**config.mk**
```make
export PLATFORM = sky130hd
export DESIGN_NAME = usae_core
export DESIGN_NICKNAME = d
export VERILOG_FILES = /design/src/usae_bit_detect.v /design/src/usae_core.v
export VERILOG_INCLUDE_DIRS = /design/src
export SDC_FILE = /design/constraint.sdc
export NUM_CORES = 1
export LEC_CHECK = 0
export BUFFER_PORTS_ARGS = -buffer_cell sky130_fd_sc_hd__clkbuf_2
export CAP_MARGIN = 20
export CORE_UTILIZATION = 40
export DETAILED_ROUTE_END_ITERATION = 16
export SYNTH_ARGS = -nofsm -noshare
export SYNTH_HDL_FRONTEND = slang
export SYNTH_HIERARCHICAL = 1
export SYNTH_SLANG_ARGS = --single-unit
```
**constraint.sdc**
```tcl
create_clock -name aclk -period 3.2 [get_ports aclk]
set_input_delay 0.16 -clock aclk [delete_from_list [all_inputs] [get_ports aclk]]
set_output_delay 0.16 -clock aclk [all_outputs]
set_load 0.01 [all_outputs]
```
**src/usae_regs.vh**
```
// Register map, field positions, reset values and timing constants
// of the serial port engine.
// Assumes a 32-bit AXI4-Lite slave with a five-bit byte address.
`ifndef USAE_REGS_VH
`define USAE_REGS_VH

// ----------------------------------------------------------------
// Register byte offsets
// ----------------------------------------------------------------
`define USAE_OFS_BUFFER 4'h0
`define USAE_OFS_CONTROL 4'h4
`define USAE_OFS_POWER 4'h8
`define USAE_OFS_STATUS 4'hc

// ----------------------------------------------------------------
// Field positions
// ----------------------------------------------------------------
`define USAE_CTL_RI 0
`define USAE_CTL_TI 1
`define USAE_CTL_RB8 2
`define USAE_CTL_REN 4
`define USAE_CTL_MP 5
`define USAE_CTL_MODE 6
`define USAE_PWR_DBL 7
`define USAE_STA_TX 0
`define USAE_STA_RX 1
`define USAE_STA_REQ 2

// ----------------------------------------------------------------
// Reset values and response codes
// ----------------------------------------------------------------
`define USAE_CTL_RST 8'h00
`define USAE_PWR_RST 8'h00
`define USAE_RESP_OKAY 2'h0
`define USAE_RESP_SLVERR 2'h2

// ----------------------------------------------------------------
// Machine-cycle phases: one aclk per phase, twelve per cycle
// ----------------------------------------------------------------
`define USAE_PH_S1P1 4'h0
`define USAE_PH_S3P1 4'h4
`define USAE_PH_S5P2 4'h9
`define USAE_PH_S6P2 4'hb
`define USAE_PH_LAST 4'hb

// ----------------------------------------------------------------
// Divide-by-16 counter and shift register preloads
// ----------------------------------------------------------------
`define USAE_CNT_LAST 4'hf
`define USAE_SAMP_FIRST 4'h6
`define USAE_SAMP_LAST 4'h8
`define USAE_RX0_INIT 9'h0fe
`define USAE_RX1_INIT 9'h1ff

`endif

```
**src/usae_bit_detect.v**
```verilog
// Receive line synchroniser and three-sample majority bit detector.
// Assumes the data pin is asynchronous to aclk and the sample strobe
// comes from logic on aclk.
`timescale 1ns/1ns
`default_nettype none

module usae_bit_detect (
  input wire aclk,
  input wire aresetn,
  input wire pin_in,
  input wire sample,
  output wire line_sync,
  output wire vote
);

  // ----------------------------------------------------------------
  // Two-flop synchroniser and sample taps
  // ----------------------------------------------------------------
  reg meta; // First stage, read only by the second stage.
  reg sync; // Second stage, safe for all other logic.
  reg [2:0] taps; // Last three samples taken inside a bit time.

  // The line idles high, so every stage resets to one to avoid a
  // false falling edge right after reset.
  always @(posedge aclk) begin
    if (!aresetn) begin
      meta <= 1'b1;
      sync <= 1'b1;
      taps <= 3'h7;
    end else begin
      meta <= pin_in;
      sync <= meta;
      if (sample) begin
        taps <= {taps[1:0], sync};
      end
    end
  end

  assign line_sync = sync;

  // Two out of three wins, which rejects a single noisy sample.
  assign vote = (taps[0] & taps[1]) | (taps[0] & taps[2]) |
                (taps[1] & taps[2]);

endmodule // usae_bit_detect

`default_nettype wire

```
**src/usae_core.v**
```verilog
// Serial port engine: mode 0 shift register link and mode 1 UART.
// Assumes an AXI4-Lite master on aclk and a timer overflow pulse
// from a timer that also runs on aclk.
//
// Function
// - Mode 0 moves eight bits LSB first.
// - Mode 0 write loads marker; send waits.
// - Send routes shifter and clock to pins.
// - Shift clock low S3-S5, high S6-S2.
// - Mode 0 transmit shifts right at S6P2.
// - Marker by MSB: last shift, done.
// - Mode 0 receive preloads 11111110, activates.
// - Mode 0 receive samples S5P2, shifts S6P2.
// - Zero reaches top: load buffer, set done.
// - Mode 1 frame: start, eight, stop.
// - Mode 1 rate comes from timer overflow.
// - Mode 1 transmit starts after counter rollover.
// - Start bit, then data, then shifts.
// - Mode 1 done at tenth rollover.
// - Falling edge resets counter, preloads 1FFH.
// - Majority of three samples per bit.
// - Nonzero start bit restarts edge search.
// - Nine-bit receive register, final shift.
// - Load only if flag clear, stop allowed.
// - Stop to ninth bit, byte to buffer.
// - Baud doubling bit resets to zero.
// - Undoubled rate halves the overflow rate.
// - Buffer write and read are separate.
//
// Our own choices: the register addresses and the AXI4-Lite interface to the registers.
`timescale 1ns/1ns
`default_nettype none
`include "usae_regs.vh"

module usae_core (
  input wire aclk,
  input wire aresetn,
  input wire [4:0] awaddr,
  input wire awvalid,
  output reg awready,
  input wire [31:0] wdata,
  input wire [3:0] wstrb,
  input wire wvalid,
  output reg wready,
  output reg [1:0] bresp,
  output reg bvalid,
  input wire bready,
  input wire [4:0] araddr,
  input wire arvalid,
  output reg arready,
  output reg [31:0] rdata,
  output reg [1:0] rresp,
  output reg rvalid,
  input wire rready,
  input wire timer1_overflow,
  output reg shift_clock_pin,
  input wire sync_data_pin_in,
  output reg sync_data_pin_out,
  output reg sync_data_pin_oe
);

  // ----------------------------------------------------------------
  // Decode helpers
  // ----------------------------------------------------------------

  // Only the lower four words exist; the upper half is unmapped.
  function usae_mapped;
    input [4:0] addr;
    begin
      usae_mapped = ~addr[4];
    end
  endfunction

  // The first bit shifted in ends on top; this restores LSB order.
  function [7:0] usae_rev8;
    input [7:0] v;
    integer i;
    begin
      for (i = 0; i < 8; i = i + 1) begin
        usae_rev8[i] = v[7 - i];
      end
    end
  endfunction

  // ----------------------------------------------------------------
  // State
  // ----------------------------------------------------------------
  reg [3:0] phase; // Machine-cycle phase, S1P1 is zero.
  reg half; // Halves the overflow rate when not doubled.
  reg [3:0] tx_cnt; // Transmit divide-by-16 counter.
  reg [3:0] rx_cnt; // Receive divide-by-16 counter.
  reg [8:0] tsr; // Transmit shift register with marker.
  reg tx_req; // A buffer write waits for its start point.
  reg tx_wait; // Start point found, waiting to raise send.
  reg send; // Transmit active.
  reg data_en; // Mode 1: shifter output drives the line.
  reg tx_fin; // Mode 0: last shift done, finish at S1P1.
  reg [8:0] rsr; // Receive shift register.
  reg rx0_arm; // Mode 0 receive start requested.
  reg rx0_go; // Mode 0 preload done, activate next phase.
  reg receive; // Mode 0 receive active.
  reg rx_fin; // Mode 0 last shift done, finish at S1P1.
  reg rx_busy; // Mode 1 frame in progress.
  reg rx_first; // Mode 1 first bit time of the frame.
  reg line_prev; // Previous synchronised line level.
  reg samp0; // Mode 0 data sampled at S5P2.
  reg [7:0] rx_buffer; // Receive side of the serial buffer.
  reg ri; // Receive done flag.
  reg ti; // Transmit done flag.
  reg rb8; // Received ninth bit.
  reg ren; // Receive enable.
  reg mp; // Multiprocessor bit.
  reg mode1; // Zero selects mode 0, one selects mode 1.
  reg dbl; // Baud doubling bit.
  reg aw_have; // Write address held.
  reg w_have; // Write data held.
  reg [4:0] aw_addr_q; // Held write address.
  reg [7:0] w_data_q; // Held low write byte.
  reg w_strb0; // Held strobe for the low byte.
  reg [31:0] rd_word; // Read mux output.

  wire line_sync; // Synchronised data pin.
  wire vote; // Majority of the last three samples.

  // ----------------------------------------------------------------
  // Rate and strobe terms
  // ----------------------------------------------------------------

  // One sixteenth-bit tick per overflow when doubled, else every
  // second overflow.
  wire tick16 = timer1_overflow & (dbl | half);
  wire tx_roll = tick16 && (tx_cnt == `USAE_CNT_LAST);
  wire rx_roll = tick16 && (rx_cnt == `USAE_CNT_LAST);
  wire samp_win = tick16 && rx_busy && mode1 &&
                  (rx_cnt >= `USAE_SAMP_FIRST) &&
                  (rx_cnt <= `USAE_SAMP_LAST);
  // Shift clock is low in S3, S4 and S5, high elsewhere.
  wire sclk_wave = !((phase >= `USAE_PH_S3P1) &&
                     (phase <= `USAE_PH_S5P2));
  wire s6p2 = (phase == `USAE_PH_S6P2);
  wire s1p1 = (phase == `USAE_PH_S1P1);
  // The marker sits just left of the data MSB.
  wire tx_last = (tsr[8:2] == 7'h00) && tsr[1];
  wire wr_go = aw_have && w_have && !bvalid;
  wire wr_ok = wr_go && usae_mapped(aw_addr_q) && w_strb0;
  wire wr_buf = wr_ok && (aw_addr_q[3:0] == `USAE_OFS_BUFFER);
  wire wr_ctl = wr_ok && (aw_addr_q[3:0] == `USAE_OFS_CONTROL);
  wire wr_pwr = wr_ok && (aw_addr_q[3:0] == `USAE_OFS_POWER);

  // ----------------------------------------------------------------
  // Receive line detector
  // ----------------------------------------------------------------
  usae_bit_detect u_detect (
    .aclk(aclk),
    .aresetn(aresetn),
    .pin_in(sync_data_pin_in),
    .sample(samp_win),
    .line_sync(line_sync),
    .vote(vote)
  );

  // ----------------------------------------------------------------
  // Serial engine
  // ----------------------------------------------------------------

  // One process holds every flag so that a hardware set, written
  // after the software write below, always beats a clear.
  always @(posedge aclk) begin
    if (!aresetn) begin
      phase <= 4'h0;
      half <= 1'b0;
      tx_cnt <= 4'h0;
      rx_cnt <= 4'h0;
      tsr <= 9'h000;
      tx_req <= 1'b0;
      tx_wait <= 1'b0;
      send <= 1'b0;
      data_en <= 1'b0;
      tx_fin <= 1'b0;
      rsr <= 9'h000;
      rx0_arm <= 1'b0;
      rx0_go <= 1'b0;
      receive <= 1'b0;
      rx_fin <= 1'b0;
      rx_busy <= 1'b0;
      rx_first <= 1'b0;
      line_prev <= 1'b1;
      samp0 <= 1'b1;
      rx_buffer <= 8'h00;
      ri <= 1'b0;
      ti <= 1'b0;
      rb8 <= 1'b0;
      ren <= 1'b0;
      mp <= 1'b0;
      mode1 <= 1'b0;
      dbl <= 1'b0;
      shift_clock_pin <= 1'b1;
      sync_data_pin_out <= 1'b1;
      sync_data_pin_oe <= 1'b0;
    end else begin
      // Phase counter and rate dividers.
      if (phase == `USAE_PH_LAST) begin
        phase <= 4'h0;
      end else begin
        phase <= phase + 4'h1;
      end
      if (timer1_overflow) begin
        half <= ~half;
      end
      if (tick16) begin
        tx_cnt <= tx_cnt + 4'h1;
      end
      line_prev <= line_sync;

      // Software writes to control and power registers.
      if (wr_ctl) begin
        ri <= w_data_q[`USAE_CTL_RI];
        ti <= w_data_q[`USAE_CTL_TI];
        rb8 <= w_data_q[`USAE_CTL_RB8];
        ren <= w_data_q[`USAE_CTL_REN];
        mp <= w_data_q[`USAE_CTL_MP];
        mode1 <= w_data_q[`USAE_CTL_MODE];
      end
      if (wr_pwr) begin
        dbl <= w_data_q[`USAE_PWR_DBL];
      end

      if (!mode1) begin
        // Mode 0 transmit: the request is taken at S6P2 and send
        // rises one machine cycle later.
        if (s6p2 && tx_req) begin
          tx_req <= 1'b0;
          tx_wait <= 1'b1;
        end
        if (s6p2 && tx_wait) begin
          tx_wait <= 1'b0;
          send <= 1'b1;
        end
        if (s6p2 && send) begin
          tsr <= {1'b0, tsr[8:1]};
          if (tx_last) begin
            tx_fin <= 1'b1;
          end
        end
        if (s1p1 && tx_fin) begin
          tx_fin <= 1'b0;
          send <= 1'b0;
          ti <= 1'b1;
        end

        // Mode 0 receive: armed in one cycle, preloaded at the
        // next S6P2, active one phase later.
        if (s1p1 && ren && !ri && !receive && !rx0_go && !rx_fin) begin
          rx0_arm <= 1'b1;
        end
        if (s6p2 && rx0_arm) begin
          rx0_arm <= 1'b0;
          rsr <= `USAE_RX0_INIT;
          rx0_go <= 1'b1;
        end
        if (rx0_go) begin
          rx0_go <= 1'b0;
          receive <= 1'b1;
        end
        if (phase == `USAE_PH_S5P2) begin
          samp0 <= line_sync;
        end
        if (s6p2 && receive) begin
          rsr <= {rsr[7:0], samp0};
          if (!rsr[7]) begin
            rx_buffer <= usae_rev8({rsr[6:0], samp0});
            rx_fin <= 1'b1;
          end
        end
        if (s1p1 && rx_fin) begin
          rx_fin <= 1'b0;
          receive <= 1'b0;
          ri <= 1'b1;
        end
      end else begin
        // Mode 1 transmit: bit times follow the counter, not the
        // write, so a write just after a rollover waits a bit time.
        if (tx_roll && tx_req) begin
          tx_req <= 1'b0;
          tx_wait <= 1'b1;
        end
        if (s1p1 && tx_wait) begin
          tx_wait <= 1'b0;
          send <= 1'b1;
          data_en <= 1'b0;
        end
        if (tx_roll && send) begin
          if (!data_en) begin
            data_en <= 1'b1;
          end else begin
            tsr <= {1'b0, tsr[8:1]};
            if (tx_last) begin
              send <= 1'b0;
              data_en <= 1'b0;
              ti <= 1'b1;
            end
          end
        end

        // Mode 1 receive: edge search, then one shift per bit.
        if (!rx_busy) begin
          if (ren && line_prev && !line_sync) begin
            rx_busy <= 1'b1;
            rx_first <= 1'b1;
            rx_cnt <= 4'h0;
            rsr <= `USAE_RX1_INIT;
          end
        end else begin
          if (tick16) begin
            rx_cnt <= rx_cnt + 4'h1;
          end
          if (rx_roll) begin
            if (rx_first && vote) begin
              rx_busy <= 1'b0;
            end else begin
              rx_first <= 1'b0;
              rsr <= {rsr[7:0], vote};
              if (!rsr[8]) begin
                // Final shift: the stop bit is the vote just taken.
                rx_busy <= 1'b0;
                if (!ri && (!mp || vote)) begin
                  rx_buffer <= usae_rev8(rsr[7:0]);
                  rb8 <= vote;
                  ri <= 1'b1;
                end
              end
            end
          end
        end
      end

      // A buffer write comes last so a request consumed this cycle
      // never swallows a fresh one.
      if (wr_buf) begin
        tsr <= {1'b1, w_data_q};
        tx_req <= 1'b1;
      end

      // Pin drivers: mode 0 clock and data, mode 1 serial line.
      if (mode1) begin
        if (send) begin
          shift_clock_pin <= data_en ? tsr[0] : 1'b0;
        end else begin
          shift_clock_pin <= 1'b1;
        end
      end else begin
        shift_clock_pin <= (send || receive) ? sclk_wave : 1'b1;
      end
      sync_data_pin_out <= tsr[0];
      sync_data_pin_oe <= !mode1 && send;
    end
  end

  // ----------------------------------------------------------------
  // Register read mux
  // ----------------------------------------------------------------

  // Reading the buffer returns only the receive side.
  always @* begin
    rd_word = 32'h0000_0000;
    case (araddr[3:0])
      `USAE_OFS_BUFFER: begin
        rd_word[7:0] = rx_buffer;
      end
      `USAE_OFS_CONTROL: begin
        rd_word[`USAE_CTL_RI] = ri;
        rd_word[`USAE_CTL_TI] = ti;
        rd_word[`USAE_CTL_RB8] = rb8;
        rd_word[`USAE_CTL_REN] = ren;
        rd_word[`USAE_CTL_MP] = mp;
        rd_word[`USAE_CTL_MODE] = mode1;
      end
      `USAE_OFS_POWER: begin
        rd_word[`USAE_PWR_DBL] = dbl;
      end
      `USAE_OFS_STATUS: begin
        rd_word[`USAE_STA_TX] = send;
        rd_word[`USAE_STA_RX] = receive | rx_busy;
        rd_word[`USAE_STA_REQ] = tx_req | tx_wait;
      end
      default: begin
        rd_word = 32'h0000_0000;
      end
    endcase
    if (!usae_mapped(araddr)) begin
      rd_word = 32'h0000_0000;
    end
  end

  // ----------------------------------------------------------------
  // AXI4-Lite slave
  // ----------------------------------------------------------------

  // Ready stays low from handshake to response: one write, one read.
  always @(posedge aclk) begin
    if (!aresetn) begin
      awready <= 1'b1;
      wready <= 1'b1;
      bvalid <= 1'b0;
      bresp <= `USAE_RESP_OKAY;
      arready <= 1'b1;
      rvalid <= 1'b0;
      rresp <= `USAE_RESP_OKAY;
      rdata <= 32'h0000_0000;
      aw_have <= 1'b0;
      w_have <= 1'b0;
      aw_addr_q <= 5'h00;
      w_data_q <= 8'h00;
      w_strb0 <= 1'b0;
    end else begin
      if (awvalid && awready) begin
        awready <= 1'b0;
        aw_have <= 1'b1;
        aw_addr_q <= awaddr;
      end
      if (wvalid && wready) begin
        wready <= 1'b0;
        w_have <= 1'b1;
        w_data_q <= wdata[7:0];
        w_strb0 <= wstrb[0];
      end
      if (wr_go) begin
        aw_have <= 1'b0;
        w_have <= 1'b0;
        bvalid <= 1'b1;
        bresp <= usae_mapped(aw_addr_q) ? `USAE_RESP_OKAY :
                                          `USAE_RESP_SLVERR;
      end
      if (bvalid && bready) begin
        bvalid <= 1'b0;
        awready <= 1'b1;
        wready <= 1'b1;
      end
      if (arvalid && arready) begin
        arready <= 1'b0;
        rvalid <= 1'b1;
        rdata <= rd_word;
        rresp <= usae_mapped(araddr) ? `USAE_RESP_OKAY :
                                       `USAE_RESP_SLVERR;
      end
      if (rvalid && rready) begin
        rvalid <= 1'b0;
        arready <= 1'b1;
      end
    end
  end

endmodule // usae_core

`default_nettype wire

```
==> results.cfg <==
[outcome]
status = finished clean

[layout]
nets = 604
drive_gt1_share_pct = 14.63
areaGrowthSynthToFinish_pct = 11.75
n_fill_cell = 1068
multi_input_area_um2 = 2377
diodes = 0
register_area_um2 = 1962
final_util_pct = 46.62

[synth]
syn_area_um2 = 4602
synthSimpleGateAreaFrac_pct = 20.04
ys_seq_area_share_pct = 42.63
synth_top_family_by_area = simple AND/OR/NAND/NOR gates
synth_seq_cells = 98
synth_fa_ha_area_share_pct = 2.148
synth_compound_area_share_pct = 15.72
synth_xor_area_share_pct = 0.9516
synthCells = 508
ys_top_cells_by_area = dfxtp_1 43%, mux2i_1 8.5%, nand2_1 6.0%
yosysTopAreaCell = dfxtp_1
synth_area_per_cell_um2 = 9.059
yosys-mux-area-fraction_pct = 10.69
synth_cell_types = 71
synth-async-reset-ratio_pct = 0
synth-edff-count = 0
ys.flop_type = dfxtp_1
yosysWarningCount = 6
synth_top_area_share_pct = 42.63

[place]
port-buffer-count = 45
dp_hpwl_um = 6782
place_congestion = 0.7980

[global_routing]
first_global_vias = 3418
antenna_found_initial = 0
track_usage_pct = 17.45
grt_max_degree = 50
overflow = 0
grt_first_pass_wirelength_um = 16220

[floorplanning]
die_y_um = 109.3
ioPinCount = 99
coreArea_um2 = 11030
rows = 38
dieArea_um2 = 11940
die_x_um = 109.3
start_util_pct = 41.72

[timing]
fmax_mhz = 452.4
period_share_pct = 69.08
slew_headroom_pct = 41.38
final.setup.tns_ns = 0
hold_ws_ns = 0.02562
hold_violations = 0
slew_viol_final = 0
min_period_ns = 2.211
setup_violations = 0
rsz0062_at_grt = no
clock_skew_ns = 0.007294
tightest_slew_ns = 0.8792

[routing]
first_pass_iters = 4
vias = 3626
drc = 0
routed_via_density = 5.278
drt-initial-drc-count = 141
routed_wl_um = 9538
drt-wirelength-per-cell_um = 13.88
postRouteAntennaNets = 0

[critical_path]
path_cells = ha_1 > nand4bb_1 > o32ai_2 > mux2i_1 > o2bb2ai_1
cp-end-kind = flop
cp-endpoint = tsr[1]$_SDFFE_PN0P_
crit_path_start = phase[0]$_SDFF_PP0_
crit_fanout = 10
reg2reg_depth = 5
ff2ff_setup_slack_ns = 0.99
arrival_ns = 2.44
critPathLaunchType = flop
slowest_delay_ns = 0.65
crit_type = reg2reg
timing.rr.end = tsr[1]$_SDFFE_PN0P_
slowest_stage = o32ai_2
timing.rr.start = phase[0]$_SDFF_PP0_
required_ns = 3.43

[power]
power.density_nw_per_um2 = 502.2
cellLeakagePower_nw = 2.072
ir_worst_vdd_v = 0.0002872
fin_total_pwr_mw = 2.583

[hold_path]
hold_class = in2reg

[clock_tree]
root_buffer = clkbuf_16
cts_max_path_buffers = 2
numClockSinks = 98
clk_latency_ns = 0.34
cts_made_buffers = 9
tritoncts = yes
cts_resized = 0
htree_num_levels = 3
clkTransAtPathRegs_ns = 0.07

[job]
drv_cap = 0
[cell families (layout without fill, tap and decap cells)]
| logic type | count (synthesis) | count (layout) |
|---|---|---|
| adders and majority gates | 8 | 8 |
| other | 1 | 26 |
| AOI/OAI and AO/OA | 103 | 103 |
| DFF | 98 | 98 |
| and+or+nand+nor | 181 | 181 |
| muxes | 48 | 48 |
| xor gates and xnor gates | 5 | 5 |
| buffers and inverters | 64 | 78 |
[cells in the final DEF, fill, tap and decap left out, types with 3 or more instances in the layout]
| master | instances |
|---|---|
| a21oi_1 | 40 |
| o21ai_1 | 6 |
| nor3_1 | 3 |
| nor2_1 | 29 |
| a31oi_1 | 3 |
| clkbuf_16 | 9 |
| and2_1 | 3 |
| mux2_1 | 7 |
| ha_1 | 7 |
| nand2b_1 | 12 |
| nand3_1 | 14 |
| mux2i_1 | 39 |
| o21ai_0 | 11 |
| inv_1 | 11 |
| conb_1 | 26 |
| or3_1 | 10 |
| a22oi_1 | 3 |
| o2bb2ai_1 | 8 |
| nand4b_1 | 5 |
| nand3b_1 | 4 |
| dfxtp_1 | 98 |
| buf_4 | 3 |
| a2bb2oi_1 | 3 |
| nand2_1 | 74 |
| and3_1 | 3 |
| xor2_1 | 3 |
| clkbuf_2 | 45 |
| nor3b_1 | 5 |
| o211ai_1 | 3 |
[worst max-delay path, delay by kind of cell (launching register included)]
family / cells / cell delay [ns]
AND/OR/NAND/NOR: 1 / 0.44
flip-flops: 1 / 0.37
adder cells (fa/ha/maj): 1 / 0.28
AO/OA/AOI/OAI: 2 / 0.73
multiplexers: 1 / 0.27
[Yosys cell counts, types with 3 or more instances]
cell type  number
o2bb2ai_1       8
nand3_1        14
a31oi_1         3
xor2_1          3
mux2_1          7
mux2i_1        39
buf_2           9
nor3_1          3
buf_4          27
o21ai_0        11
a2bb2oi_1       3
or3_1          10
nand2_1        74
o21ai_1         6
inv_1          11
and3_1          3
nand4b_1        5
nor3b_1         5
nand2b_1       12
and2_1          3
a21oi_1        40
a22oi_1         3
ha_1            7
o211ai_1        3
nand3b_1        4
nor2_1         29
dfxtp_1        98
clkbuf_1       12
[metal layers]
| metal | global-route usage, % | vias up | share of wire [%] |
|---|---|---|---|
| li1 | - | 1811 | - |
| met1 | 22.29 | 1692 | 48 |
| met2 | 28.30 | 110 | 45 |
| met3 | 3.586 | 13 | 5.4 |
| met4 | 7.714 | 0 | 1.8 |
| met5 | 0 | - | 0 |
[registers in the layout (all words and copies together) (netlist names), 3 cells and up]
| signal | count |
|---|---|
| aw_addr_q | 5 |
| phase | 4 |
| rdata | 8 |
| rsr | 9 |
| rx_buffer | 8 |
| rx_cnt | 4 |
| tsr | 9 |
| tx_cnt | 4 |
| u_detect/taps | 3 |
| w_data_q | 8 |
[report_power, final]
group | switching (mW) | total, mW | internal, mW
clock | 0.455 | 1.16 | 0.707
combinational | 0.0957 | 0.150 | 0.0540
sequential | 0.0255 | 1.27 | 1.25
total | 0.576 | 2.58 | 2.01
[how the worst min path moves through the flow]
stage                          start                       endpoint  slack, ns  cells after the start
floorplan                    aresetn  u_detect/taps[0]$_SDFFE_PN1P_       0.22                      1
detailed placement  sync_data_pin_in       u_detect/meta$_SDFF_PN1_       0.35                      2
CTS                           wvalid            wready$_SDFFE_PP1P_      0.007                      2
global route                  wvalid            wready$_SDFFE_PP1P_       0.02                      2
finish                        wvalid            wready$_SDFFE_PP1P_       0.03                      2
global placement    sync_data_pin_in       u_detect/meta$_SDFF_PN1_       0.35                      2
[cell type report]
type                            instances  share of cell area [%]
Inverter                               13                  0.9489
Sequential cell                        98                   38.15
Clock inverter                          4                   1.460
Multi-Input combinational cell        371                   46.23
Timing Repair Buffer                   49                   5.012
Tap cell                              140                   3.406
Clock buffer                           12                   4.793
[per-stage QoR]
stage / area, µm² / cells / worst slack [ns]
2_1_floorplan: 4696 / 533 / 1.433
3_3_place_gp: 4811 / 670 / 1.068
3_5_place_dp: 4811 / 670 / 0.9936
4_1_cts: 5142 / 687 / 0.9806
5_1_grt: 5142 / 687 / 0.7875
6_report: 5142 / 687 / 0.9894
[repair_timing]
item / CTS / global route
setup buffers: 0 / 0
hold buffers: 1 / 0
endpoints found under the hold margin: 1 / 0
Note: power is estimated with default switching activity, not from simulation.
